File: config.mk
export PLATFORM = sky130hd
export DESIGN_NAME = stc_client
export DESIGN_NICKNAME = d
export VERILOG_FILES = /design/src/rtl/stc_pkg.sv /design/src/rtl/stc_client.sv /design/src/rtl/stc_fifo.sv
export SDC_FILE = /design/constraint.sdc
export NUM_CORES = 2
export LEC_CHECK = 0
export ABC_AREA = 1
export BUFFER_PORTS_ARGS = -buffer_cell sky130_fd_sc_hd__buf_4
export CORE_MARGIN = 3
export CORE_UTILIZATION = 60
export DETAILED_ROUTE_END_ITERATION = 8
export HOLD_SLACK_MARGIN = 0.12
export MAX_ROUTING_LAYER = met4
export PLACE_DENSITY = 0.72
export SLEW_MARGIN = 20
export SYNTH_ARGS = -nofsm -noshare
export SYNTH_HDL_FRONTEND = slang
export SYNTH_SLANG_ARGS = --single-unit
File: constraint.sdc
create_clock -name clk -period 3.66 [get_ports clk]
set_input_delay 1.098 -clock clk [delete_from_list [all_inputs] [get_ports clk]]
set_output_delay 1.098 -clock clk [all_outputs]
set_load 0.03 [all_outputs]
File: src/rtl/stc_pkg.sv
// Constants and carrier types shared by the sensor link client.
package stc_pkg;
  localparam int CLK_HZ = 20_000_000;
  localparam int POR_MS = 10;
  localparam int POR_CYC = POR_MS * (CLK_HZ / 1000);
  localparam int REFRESH_MS = 200;
  localparam int REFRESH_CYC = REFRESH_MS * (CLK_HZ / 1000);
  localparam int FIFO_DEPTH = 16;
  localparam logic [7:0] ADDR_BASE = 8'h48;
  localparam logic [7:0] ADDR_LAST = 8'h50;
  localparam logic [7:0] ADDR_STEP_HI = 8'h03;
  localparam logic [7:0] CRC_INIT = 8'h00;
  localparam logic [7:0] CRC_POLY = 8'h07;
  localparam logic [7:0] CMD_INT = 8'h00;
  localparam logic [7:0] CMD_EXT = 8'h01;
  localparam logic [7:0] WR_LEN_TEMP = 8'h01;
  localparam logic [7:0] RD_LEN_ONE = 8'h02;
  localparam logic [7:0] RD_LEN_ALL = 8'h04;
  localparam logic [15:0] ERR_OPEN = 16'h8102;
  localparam logic [15:0] ERR_SHORT = 16'h8103;
  localparam logic [15:0] GEN_ERR_LO = 16'h8000;
  localparam logic [15:0] GEN_ERR_HI = 16'h8003;
  // Lowest reading in eighths of a degree that is not below absolute zero.
  localparam logic [12:0] RAW_FLOOR = 13'h1777;
  localparam logic [15:0] TEMP_FLOOR = {RAW_FLOOR, 3'h0};
  localparam logic [15:0] CNT_MAX = 16'hffff;
  localparam logic [1:0] PIN_LOW = 2'h0;
  localparam logic [1:0] PIN_FLOAT = 2'h1;
  localparam logic [1:0] PIN_HIGH = 2'h2;
  typedef struct packed {
    logic [12:0] int_raw;
    logic [12:0] ext_raw;
    logic diode_open;
    logic diode_short;
  } stc_conv_t;
  localparam int CONV_W = $bits(stc_conv_t);
  typedef struct packed {
    logic drive;
    logic oe;
  } stc_line_t;
  typedef enum logic [2:0] {ST_POR, ST_IDLE, ST_NEG0, ST_NEG1, ST_RX, ST_TX, ST_IGNORE} stc_state_t;
  typedef enum logic [2:0] {F_ADDR, F_MNB, F_WRLEN, F_RDLEN, F_WDATA} stc_field_t;
  typedef enum logic [1:0] {K_FCS1, K_DATA, K_FCS2} stc_kind_t;
endpackage

File: src/rtl/stc_client.sv
// Single-wire temperature sensor client: link engine, check bytes, readings.
//
// Operation
// - Answer at one fixed address between 0x48 and 0x50 set by pins.
// - After all written bytes of a message, return one check byte.
// - After returned read data, send a second check byte at once.
// - Check byte is CRC-8 over all bytes since the previous check byte.
// - First check covers address byte, not negotiation bits around it.
// - CRC starts at zero, polynomial x^8 + x^2 + x + 1.
// - Adopt negotiated bit rate, up to 2 Mbps or slower.
// - Join the bus within 10 ms of reset, fully working by 50 ms.
// - Two-byte values go low byte first, then high byte.
// - Several values go whole, sensor after sensor, in command order.
// - Both bytes of a value come from one conversion.
// - Every temperature is refreshed at least once per 200 ms.
// - Temperatures are 16-bit two's complement in 1/64 degree units.
// - Bit 15 sign, 14..6 degrees, 5..3 eighths, 2..0 zero.
// - Never return values below absolute zero except error codes.
// - Detect an open or shorted remote diode.
// - On a fault, remote diode temperature reads return a large negative value.
// - Open diode reads 0x8102, shorted diode 0x8103.
// - Never return generic codes 0x8000..0x8003 or other reserved codes.
// - Drive returned bits with multi-client read bit timing.
// - No power states; stay ready for traffic once initialised.
// - Command 0x00, write length one, returns internal temperature.
// - Command 0x01 returns the remote diode temperature.
// - Each address pin reads low, floating or high.
`timescale 1ns/1ps
module stc_client #(
  parameter int POR_CYC = stc_pkg::POR_CYC,
  parameter int REFRESH_CYC = stc_pkg::REFRESH_CYC
) (
  // Clock and reset
  input wire logic clk,
  input wire logic rst_n,
  // Sensed address straps
  input wire logic [1:0] addr_select_pin_low,
  input wire logic [1:0] addr_select_pin_high,
  // Single-wire link
  input wire logic sst_in,
  output stc_pkg::stc_line_t sst_line,
  // Converter
  output logic conv_start,
  input wire logic conv_valid,
  output logic conv_ready,
  input wire stc_pkg::stc_conv_t conv_data,
  // Status
  output logic link_ready,
  output logic [7:0] bus_addr
);
  typedef struct packed {
    stc_pkg::stc_state_t st;
    stc_pkg::stc_field_t fld;
    stc_pkg::stc_kind_t kind;
    logic [15:0] cnt;
    logic [15:0] tbit;
    logic [15:0] half;
    logic [15:0] three;
    logic [3:0] bitn;
    logic [7:0] shreg;
    logic [7:0] crc;
    logic [7:0] addr;
    logic addr_ok;
    logic in_prev;
    logic [7:0] wr_len;
    logic [7:0] rd_len;
    logic [7:0] wcnt;
    logic [7:0] cmd;
    logic abort;
    logic [7:0] txbyte;
    logic [7:0] didx;
    logic drive;
    logic [15:0] sh_int;
    logic [15:0] sh_ext;
    logic [15:0] int_word;
    logic [15:0] ext_word;
    logic [23:0] por_cnt;
    logic [23:0] ref_cnt;
    logic conv_start;
  } stc_client_st_t;

  stc_client_st_t s_q;
  stc_client_st_t s_d;
  logic rise;
  logic timeout;
  logic rx_smp;
  logic drain_ok;
  logic f_valid;
  logic pop;
  stc_pkg::stc_conv_t f_data;

  // ==========================================================
  // Helpers
  function automatic logic [7:0] crc_bit(input logic [7:0] c, input logic b);
    logic fb;
    fb = c[7] ^ b;
    return {c[6:0], 1'b0} ^ (fb ? stc_pkg::CRC_POLY : 8'h00);
  endfunction

  function automatic logic [7:0] tri_val(input logic [1:0] p);
    logic [7:0] v;
    v = 8'h01;
    if (p == stc_pkg::PIN_LOW)
    begin
      v = 8'h00;
    end
    else if (p == stc_pkg::PIN_HIGH)
    begin
      v = 8'h02;
    end
    return v;
  endfunction

  function automatic logic [15:0] fmt_temp(input logic [12:0] raw);
    logic [12:0] r;
    r = raw;
    if ($signed(raw) < $signed(stc_pkg::RAW_FLOOR))
    begin
      r = stc_pkg::RAW_FLOOR;
    end
    return {r, 3'h0};
  endfunction

  function automatic logic cmd_ok(input logic [7:0] wr, input logic [7:0] rd,
                                  input logic [7:0] cmd);
    logic ok;
    ok = (wr == 8'h00) && (rd == 8'h00);
    if (wr == stc_pkg::WR_LEN_TEMP)
    begin
      if (cmd == stc_pkg::CMD_INT)
      begin
        ok = (rd == stc_pkg::RD_LEN_ONE) || (rd == stc_pkg::RD_LEN_ALL);
      end
      else if (cmd == stc_pkg::CMD_EXT)
      begin
        ok = (rd == stc_pkg::RD_LEN_ONE);
      end
    end
    return ok;
  endfunction

  function automatic logic [7:0] data_byte(input logic [7:0] cmd, input logic [7:0] idx,
                                           input logic [15:0] wi, input logic [15:0] we);
    logic [15:0] w;
    w = ((cmd == stc_pkg::CMD_EXT) || idx[1]) ? we : wi;
    return idx[0] ? w[15:8] : w[7:0];
  endfunction

  // ==========================================================
  // Conversion buffer
  stc_fifo #(
    .W(stc_pkg::CONV_W),
    .DEPTH(stc_pkg::FIFO_DEPTH)
  ) u_fifo (
    .clk(clk),
    .rst_n(rst_n),
    .in_valid(conv_valid),
    .in_ready(conv_ready),
    .in_data(conv_data),
    .out_valid(f_valid),
    .out_ready(drain_ok),
    .out_data(f_data)
  );

  // Readings change only while no message to this client is being received or answered.
  assign drain_ok = (s_q.st == stc_pkg::ST_POR) || (s_q.st == stc_pkg::ST_IDLE) ||
                    (s_q.st == stc_pkg::ST_IGNORE);
  assign pop = f_valid && drain_ok;
  assign rise = sst_in && !s_q.in_prev;
  assign timeout = ({1'b0, s_q.cnt} >= {s_q.tbit, 1'b0}) && !rise;
  assign rx_smp = (s_q.st == stc_pkg::ST_RX) && (s_q.cnt == s_q.half) && !rise && !timeout;

  // ==========================================================
  // Next state
  always_comb
  begin
    logic [7:0] sh;
    logic [7:0] cn;
    logic [7:0] cm;
    logic [15:0] p;
    logic [17:0] p3;
    logic go_tx;
    logic ok;
    logic b;
    sh = 8'h00;
    cn = 8'h00;
    cm = 8'h00;
    p = 16'h0000;
    p3 = 18'h00000;
    go_tx = 1'b0;
    ok = 1'b0;
    b = 1'b0;
    s_d = s_q;
    s_d.in_prev = sst_in;
    s_d.conv_start = 1'b0;
    if (s_q.cnt != stc_pkg::CNT_MAX)
    begin
      s_d.cnt = s_q.cnt + 16'h0001;
    end
    if (rise)
    begin
      s_d.cnt = 16'h0000;
    end
    if (!s_q.addr_ok)
    begin
      s_d.addr = stc_pkg::ADDR_BASE + stc_pkg::ADDR_STEP_HI * tri_val(addr_select_pin_high) +
                 tri_val(addr_select_pin_low);
      s_d.addr_ok = 1'b1;
    end
    if (s_q.st != stc_pkg::ST_POR)
    begin
      if (s_q.ref_cnt == 24'(REFRESH_CYC - 1))
      begin
        s_d.ref_cnt = 24'h000000;
      end
      else
      begin
        s_d.ref_cnt = s_q.ref_cnt + 24'h000001;
      end
      s_d.conv_start = (s_q.ref_cnt == 24'h000000);
    end
    if (pop)
    begin
      s_d.int_word = fmt_temp(f_data.int_raw);
      s_d.ext_word = fmt_temp(f_data.ext_raw);
      if (f_data.diode_open)
      begin
        s_d.ext_word = stc_pkg::ERR_OPEN;
      end
      else if (f_data.diode_short)
      begin
        s_d.ext_word = stc_pkg::ERR_SHORT;
      end
    end
    case (s_q.st)
      stc_pkg::ST_POR:
      begin
        if (s_q.por_cnt == 24'(POR_CYC - 1))
        begin
          s_d.st = stc_pkg::ST_IDLE;
        end
        else
        begin
          s_d.por_cnt = s_q.por_cnt + 24'h000001;
        end
      end
      stc_pkg::ST_IDLE:
      begin
        if (rise)
        begin
          s_d.st = stc_pkg::ST_NEG0;
        end
      end
      stc_pkg::ST_NEG0:
      begin
        if (rise)
        begin
          p = s_q.cnt + 16'h0001;
          p3 = {2'b00, p} + {1'b0, p, 1'b0};
          s_d.tbit = p;
          s_d.half = {1'b0, p[15:1]};
          s_d.three = p3[17:2];
          s_d.st = stc_pkg::ST_NEG1;
        end
        else if (s_q.cnt == stc_pkg::CNT_MAX)
        begin
          s_d.st = stc_pkg::ST_IDLE;
        end
      end
      stc_pkg::ST_NEG1:
      begin
        if (rise)
        begin
          s_d.st = stc_pkg::ST_RX;
          s_d.fld = stc_pkg::F_ADDR;
          s_d.bitn = 4'h0;
          s_d.crc = stc_pkg::CRC_INIT;
        end
        else if (timeout)
        begin
          s_d.st = stc_pkg::ST_IDLE;
        end
      end
      stc_pkg::ST_RX:
      begin
        if (timeout)
        begin
          s_d.st = stc_pkg::ST_IDLE;
        end
        else if (rx_smp)
        begin
          // timing bit kept out of the check
          if (s_q.fld == stc_pkg::F_MNB)
          begin
            s_d.fld = stc_pkg::F_WRLEN;
            s_d.bitn = 4'h0;
          end
          else
          begin
            sh = {s_q.shreg[6:0], sst_in};
            cn = crc_bit(s_q.crc, sst_in);
            s_d.shreg = sh;
            s_d.crc = cn;
            s_d.bitn = s_q.bitn + 4'h1;
            if (s_q.bitn == 4'h7)
            begin
              s_d.bitn = 4'h0;
              case (s_q.fld)
                stc_pkg::F_ADDR:
                begin
                  if (sh == s_q.addr)
                  begin
                    s_d.fld = stc_pkg::F_MNB;
                  end
                  else
                  begin
                    s_d.st = stc_pkg::ST_IGNORE;
                  end
                end
                stc_pkg::F_WRLEN:
                begin
                  s_d.wr_len = sh;
                  s_d.fld = stc_pkg::F_RDLEN;
                end
                stc_pkg::F_RDLEN:
                begin
                  s_d.rd_len = sh;
                  s_d.wcnt = 8'h00;
                  s_d.fld = stc_pkg::F_WDATA;
                  go_tx = (s_q.wr_len == 8'h00);
                  ok = cmd_ok(s_q.wr_len, sh, s_q.cmd);
                end
                default:
                begin
                  cm = (s_q.wcnt == 8'h00) ? sh : s_q.cmd;
                  s_d.cmd = cm;
                  s_d.wcnt = s_q.wcnt + 8'h01;
                  go_tx = ((s_q.wcnt + 8'h01) == s_q.wr_len);
                  ok = cmd_ok(s_q.wr_len, s_q.rd_len, cm);
                end
              endcase
              // first check byte follows the writes
              if (go_tx)
              begin
                s_d.st = stc_pkg::ST_TX;
                s_d.kind = stc_pkg::K_FCS1;
                s_d.abort = !ok;
                s_d.txbyte = ok ? cn : ~cn;
                s_d.sh_int = s_q.int_word;
                s_d.sh_ext = s_q.ext_word;
              end
            end
          end
        end
      end
      stc_pkg::ST_TX:
      begin
        if (timeout)
        begin
          s_d.st = stc_pkg::ST_IDLE;
        end
        else if (rise && !s_q.bitn[3])
        begin
          // hold the host's pulse high for a one
          b = s_q.txbyte[~s_q.bitn[2:0]];
          s_d.drive = b;
          if (s_q.kind == stc_pkg::K_DATA)
          begin
            s_d.crc = crc_bit(s_q.crc, b);
          end
          s_d.bitn = s_q.bitn + 4'h1;
        end
        else if (s_q.cnt == s_q.three)
        begin
          s_d.drive = 1'b0;
          if (s_q.bitn[3])
          begin
            s_d.bitn = 4'h0;
            case (s_q.kind)
              stc_pkg::K_FCS1:
              begin
                if (s_q.abort || (s_q.rd_len == 8'h00))
                begin
                  s_d.st = stc_pkg::ST_IGNORE;
                end
                else
                begin
                  s_d.kind = stc_pkg::K_DATA;
                  s_d.didx = 8'h00;
                  s_d.crc = stc_pkg::CRC_INIT;
                  s_d.txbyte = data_byte(s_q.cmd, 8'h00, s_q.sh_int, s_q.sh_ext);
                end
              end
              stc_pkg::K_DATA:
              begin
                if ((s_q.didx + 8'h01) == s_q.rd_len)
                begin
                  s_d.kind = stc_pkg::K_FCS2;
                  s_d.txbyte = s_q.crc;
                end
                else
                begin
                  s_d.didx = s_q.didx + 8'h01;
                  s_d.txbyte = data_byte(s_q.cmd, s_q.didx + 8'h01, s_q.sh_int, s_q.sh_ext);
                end
              end
              default:
              begin
                s_d.st = stc_pkg::ST_IGNORE;
              end
            endcase
          end
        end
      end
      stc_pkg::ST_IGNORE:
      begin
        if (timeout)
        begin
          s_d.st = stc_pkg::ST_IDLE;
        end
      end
      default:
      begin
        s_d.st = stc_pkg::ST_IDLE;
      end
    endcase
    if (s_d.st != stc_pkg::ST_TX)
    begin
      s_d.drive = 1'b0;
    end
  end

  always_ff @(posedge clk)
  begin
    if (!rst_n)
    begin
      s_q <= '0;
    end
    else
    begin
      s_q <= s_d;
    end
  end

  assign sst_line.drive = s_q.drive;
  assign sst_line.oe = s_q.drive;
  assign conv_start = s_q.conv_start;
  assign link_ready = (s_q.st != stc_pkg::ST_POR);
  assign bus_addr = s_q.addr;
endmodule

File: src/rtl/stc_fifo.sv
// Synchronous FIFO with valid and ready on both sides.
`timescale 1ns/1ps
module stc_fifo #(
  parameter int W = 8,
  parameter int DEPTH = 16
) (
  // Clock and reset
  input wire logic clk,
  input wire logic rst_n,
  // Fill side
  input wire logic in_valid,
  output logic in_ready,
  input wire logic [W-1:0] in_data,
  // Drain side
  output logic out_valid,
  input wire logic out_ready,
  output logic [W-1:0] out_data
);
  localparam int AW = $clog2(DEPTH);
  typedef struct packed {
    logic [DEPTH-1:0][W-1:0] mem;
    logic [AW-1:0] wp;
    logic [AW-1:0] rp;
    logic [AW:0] cnt;
  } stc_fifo_st_t;
  stc_fifo_st_t s_q;
  stc_fifo_st_t s_d;
  logic push;
  logic pop;
  assign in_ready = (s_q.cnt != (AW+1)'(DEPTH));
  assign out_valid = (s_q.cnt != '0);
  assign out_data = s_q.mem[s_q.rp];
  assign push = in_valid && in_ready;
  assign pop = out_valid && out_ready;
  always_comb
  begin
    s_d = s_q;
    if (push)
    begin
      s_d.mem[s_q.wp] = in_data;
      s_d.wp = s_q.wp + 1'b1;
    end
    if (pop)
    begin
      s_d.rp = s_q.rp + 1'b1;
    end
    if (push && !pop)
    begin
      s_d.cnt = s_q.cnt + 1'b1;
    end
    else if (pop && !push)
    begin
      s_d.cnt = s_q.cnt - 1'b1;
    end
  end
  always_ff @(posedge clk)
  begin
    if (!rst_n)
    begin
      s_q <= '0;
    end
    else
    begin
      s_q <= s_d;
    end
  end
endmodule

## Yosys cells after proc, flatten, opt, wreduce, memory -nomap -nowiden

Cells that the tools add are included.

| storage, ports and cells | value |
|---|---|
| register bits | 719 |
| output and inout bits | 13 |

| operators by class | value |
|---|---|
| $add $sub $neg | 13 |
| multiply operators | 1 |
| $lt $le $gt $ge | 7 |
| equal/unequal tests | 54 |
| multiplexer cells | 117 |
| bitwise gates (word level) | 13 |
| reductions and logical operators | 67 |

Operators by type and width:

| cell | number |
|---|---|
| $bwmux W448 | 1 |
| $mux W8 | 23 |
| $bmux W28 S4 | 1 |
| $demux W28 S4 | 1 |
| $mux W16 | 7 |
| $mux W3 | 22 |
| $mux W28 | 2 |
| $add A24 B1 Y24 const B | 2 |
| $logic_not A8 Y1 | 6 |
| $mux W20 | 2 |
| $reduce_and A6 Y1 | 6 |
| $mux W17 | 2 |
| $pmux W16 S2 | 1 |
| $pmux W8 S2 | 2 |
| $lt A13 B13 Y1 const B | 2 |
| $mux W13 | 2 |
| $eq A24 B18 Y1 const B | 1 |
| $eq A24 B22 Y1 const B | 1 |
| $eq A8 B1 Y1 const B | 3 |
| $eq A8 B8 Y1 | 3 |
| $logic_not A24 Y1 | 1 |
| $mux W2 | 12 |
| $mux W24 | 1 |
| $mux W4 | 6 |
| other kinds (66) | 162 |

## Depth between registers and ports, before layout

| depth | value |
|---|---|
| depth after elaboration | 19 |
| gate-level depth with buffers | 20 |
| mapped depth without buffers | 20 |

## Modules after synthesis

A second synthesis with hierarchy kept.

| unflattened totals | value |
|---|---|
| cell total of the unflattened synthesis | 6223 |
| area total of the unflattened synthesis | 38195.4 um^2 |

Modules (own cells, without submodules):

| module | instances | cells each | area each (um^2) | sequential area each (um^2) |
|---|---|---|---|---|
| stc_fifo | 1 | 4008 | 23879.2 | 9228.9 |
| stc_client | 1 | 2215 | 14316.2 | 4764.6 |

## Worst setup path after synthesis

No wires, ideal clock.

| path | value |
|---|---|
| path kind | input -> register |
| from | in conv_valid |
| to | reg u_fifo.s_q[4] (netlist bit) |
| library setup time | 0.119 ns |
| arrival time | 2.857 ns |
| setup slack | 0.683 ns |
| stages on the path | 13 |
| path buffers | 1 |
| cells stage by stage | nand2_1 -> inv_1 -> buf_2 -> ha_1 -> inv_1 -> fa_1 -> a21o_1 -> a21oi_1 -> nor2_1 -> nor2_1 -> nand2_1 -> o21ai_0 -> a21oi_1 |

| between the ends | value |
|---|---|
| longest elaborated chain between the ends | 4 |
| elaborated cells between the ends (all ways) | 6 |
| classes of those cells | 1 x mux; 5 x reduce/logical |

Ends and longest elaborated chain:

| element | RTL line | RTL |
|---|---|---|
| from (decl) | stc_client.sv:44 | `input wire logic conv_valid,` |
| $logic_and A1 B1 Y1 (*) | stc_fifo.sv:33 | `assign push = in_valid && in_ready;` |
| net u_fifo.push | stc_fifo.sv:28 | `logic push;` |
| $logic_not A1 Y1 | stc_fifo.sv:51 | `else if (pop && !push)` |
| $logic_and A1 B1 Y1 | stc_fifo.sv:51 |  |
| $reduce_bool A2 Y1 (no line) | n/a |  |
| to (signal assigned) | stc_fifo.sv:60 | `s_q <= '0;` |
| to (signal assigned) | stc_fifo.sv:64 | `s_q <= s_d;` |
| to (decl) | stc_fifo.sv:26 | `stc_fifo_st_t s_q;` |

Mark *: on every way through the listed nets, which the timed path passes. The rest lies on a longest branch.
A chain may end at the register's enable or synchronous reset.

## Worst setup path in the final report

| path | value |
|---|---|
| from | reg s_q[264] (netlist bit) |
| to | out link_ready |

| between the ends | value |
|---|---|
| longest elaborated chain between the ends | 1 |

Ends and longest elaborated chain:

| element | RTL line | RTL |
|---|---|---|
| from (decl) | stc_client.sv:82 | `stc_client_st_t s_q;` |
| from (signal assigned) | stc_client.sv:437 | `s_q <= '0;` |
| from (signal assigned) | stc_client.sv:441 | `s_q <= s_d;` |
| $reduce_bool A3 Y1 | stc_client.sv:448 | `assign link_ready = (s_q.st != stc_pkg::ST_POR);` |
| to (decl) | stc_client.sv:48 | `output logic link_ready,` |

No other way between the ends.

==> metrics.txt <==
minimum clock period 3.41 ns; GR peak layer met2; Synth Instances 4919; Hold Crit Class register to register; clock transition at the registers of the reported paths 0.06 ns; Die X 245 um; worst slew pin tran 0.999 ns; crit path max fanout 10; Hold Crit Depth 2; Yosys top cell area share 40.9%; Detail Placement HPWL 56.7 mm; grt total ovfl 0; Max Buffers Root-to-Sink 3; row cnt 86; Synth area leaders dfxtp_1, a21oi_1, o21ai_0; Cell Area, Synth 0.0342 mm2; Mapped Avg Cell Area 6.96 um2; largest net degree at the start of global routing 126; commonest cells in the synthesized netlist a21oi_1, o21ai_0, inv_1; Yosys cell types 58; Core Region 0.0557 mm2; Max Freq 293 MHz; cell depth of the worst flop-to-flop path 17; Async SR Flop Fraction 0%; ANT cells 0; Final TNS setup 0 ns; wire per inst 16.7 um; DR iter-0 viols 2652; flops & latches, synth 699; power per cell area 561 mW/mm2; Root Driver clkbuf_16; via count 31146; die height 245 um; DRC 0; RR Endpoint s_q[77]$_SDFFE_PN0P_; Die ar. 0.0600 mm2; gpl congestion 0.924; count leader, synth a21oi_1; Inserted Clock Buffers 76; Max Slew Vio Count 0; Setup violations, final 0; antenna violations before repair 0; worst r2r src u_fifo.s_q[5]$_SDFFE_PN0P_; Area growth, synth to finish 9.15%; synth warn 0; Inst Count DP 5436; Post-synth EDFFs 0; layout cell share with drive strength beyond 1 6.53%; sequential fraction of the synthesis area 40.9%; num ports 49; Max-cap violations 0; final hold vios 0; Pleak 14.1 nW; Layout Nets 4859; GRT Util Overall 31.2%; post-synth top area cell dfxtp_1; first-pass GRT wire length 150 mm; final setup skew 0.0225 ns; Final Cycle Share 93.2%; CP Data Required Time 2.56 ns; worst min-delay path endpoint u_fifo.s_q[246]$_SDFFE_PN0P_; TritonCTS clock tree done; I/O Buffers 46; Final ANT Viol Nets 0; H-Tree Depth 3; Total Routed Length 92.8 mm; fin cells 5571; Vias/cell 5.59; initial core utilization 61.4%; vias in the first global route 28175; HP Start u_fifo.s_q[246]$_SDFFE_PN0P_; Setup crit end kind output port; slew margin rel. 33.0%; Skew-Pair Late Insertion Delay 0.62 ns; Primary FF master, synth dfxtp_1; CTS Hold Bufs 0; WP data arrival 2.31 ns; RSZ-0062 raised after global routing false; CTS sink count 699; worst reg-to-reg setup slack 0.43 ns; grt met1 use 43.4%; 1st-pass router iterations 6; status complete, no violations; maximum vdd drop 0.553 mV; startpoint types register; GR Util met2 48.2%; Post-CTS Setup Inserts 0; Global Route met3 Usage 3.97%; crit path kind register to output port
[report_power, final]
group          leakage (nW)  total [mW]  internal [mW]  switching, mW
sequential             5.66        8.24           7.97          0.272
combinational          7.23        5.12           1.67           3.45
clock                  1.23        7.60           4.48           3.12
total                  14.1        21.0           14.1           6.85
[sequential cells by signal, indices dropped and copies added, names as in the netlist]
name	count
conv_start	1
s_q	230
u_fifo.s_q	461
bus_addr	6
sst_line	1
[timing repair]
action	in CTS	in global routing
endpoints found under the hold margin	0	0
endpoints found under the setup margin	0	2
gates resized for setup	0	3
[critical path: stages (launching register included)]
cell and delay, ns:
dfxtp_1 0.42, nor3_4 0.64, clkinv_1 0.23, buf_4 0.24, buf_4 0.18
[cell type report]
type                    count  area (um2)
fillers                  5060       18400
multi-input cells        3107       15900
flip-flops and latches    699       14000
inverters                 764        2880
clock buffers             120        2350
repair buffers            118        1170
well taps                 748         936
clock inverters            15         133
[cells by family after synthesis]
kind of cell,synth area share (%)
buffers and inverters,12.8
adders and majority gates,2.15
and+or+nand+nor,15.5
other,0.0109
AOI/OAI and AO/OA,27.2
xor gates and xnor gates,1.50
DFF,40.9
[through the flow]
step / area [um2] / total power, mW / worst slack [ns] / hold slack, ns / utilization [%]
finish: 37400 / 21.0 / 0.247 / 0.438 / 67.1
global route: 37400 / 22.1 / 0.0170 / 0.453 / 67.1
CTS: 37400 / 21.0 / 0.243 / 0.440 / 67.0
detailed placement: 34900 / 13.4 / 0.250 / 0.431 / 62.6
global placement: 34900 / 13.4 / 0.303 / 0.427 / 62.6
floorplan: 34300 / 11.9 / 0.683 / 0.420 / -
[placed cells by master (no fill, tap or decap), drive strengths merged, types with 36 or more instances in the layout]
cell type,Yosys,final
a21oi,877,877
clkbuf,240,120
a211oi,36,36
nand2,466,466
inv,758,760
nor3,47,47
nand4,67,67
nand3,298,298
dfxtp,699,699
ha,54,54
nor2,277,277
buf,110,118
xor2,49,49
o21ai,837,837
[how the worst max path moves through the flow]
stage | start | endpoint | slack (ns)
after global routing | u_fifo.s_q[5]$_SDFFE_PN0P_ | s_q[69]$_SDFFE_PN0P_ | 0.02
after detailed placement | s_q[242]$_SDFFE_PP0N_ | s_q[206]$_SDFFE_PN0P_ | 0.25
after global placement | s_q[242]$_SDFFE_PP0N_ | s_q[206]$_SDFFE_PN0P_ | 0.30
after CTS | s_q[264]$_SDFF_PN0_ | link_ready | 0.24
after floorplan | conv_valid | u_fifo.s_q[4]$_SDFFE_PN0P_ | 0.68
final | s_q[264]$_SDFF_PN0_ | link_ready | 0.25
[routing by layer]
layer	share of wire (%)	vias up
li1	-	15992
met1	47	14155
met2	45	832
met3	5.8	167
met4	2.5	0
met5	0	-
Power figures use the tool's default switching activity.
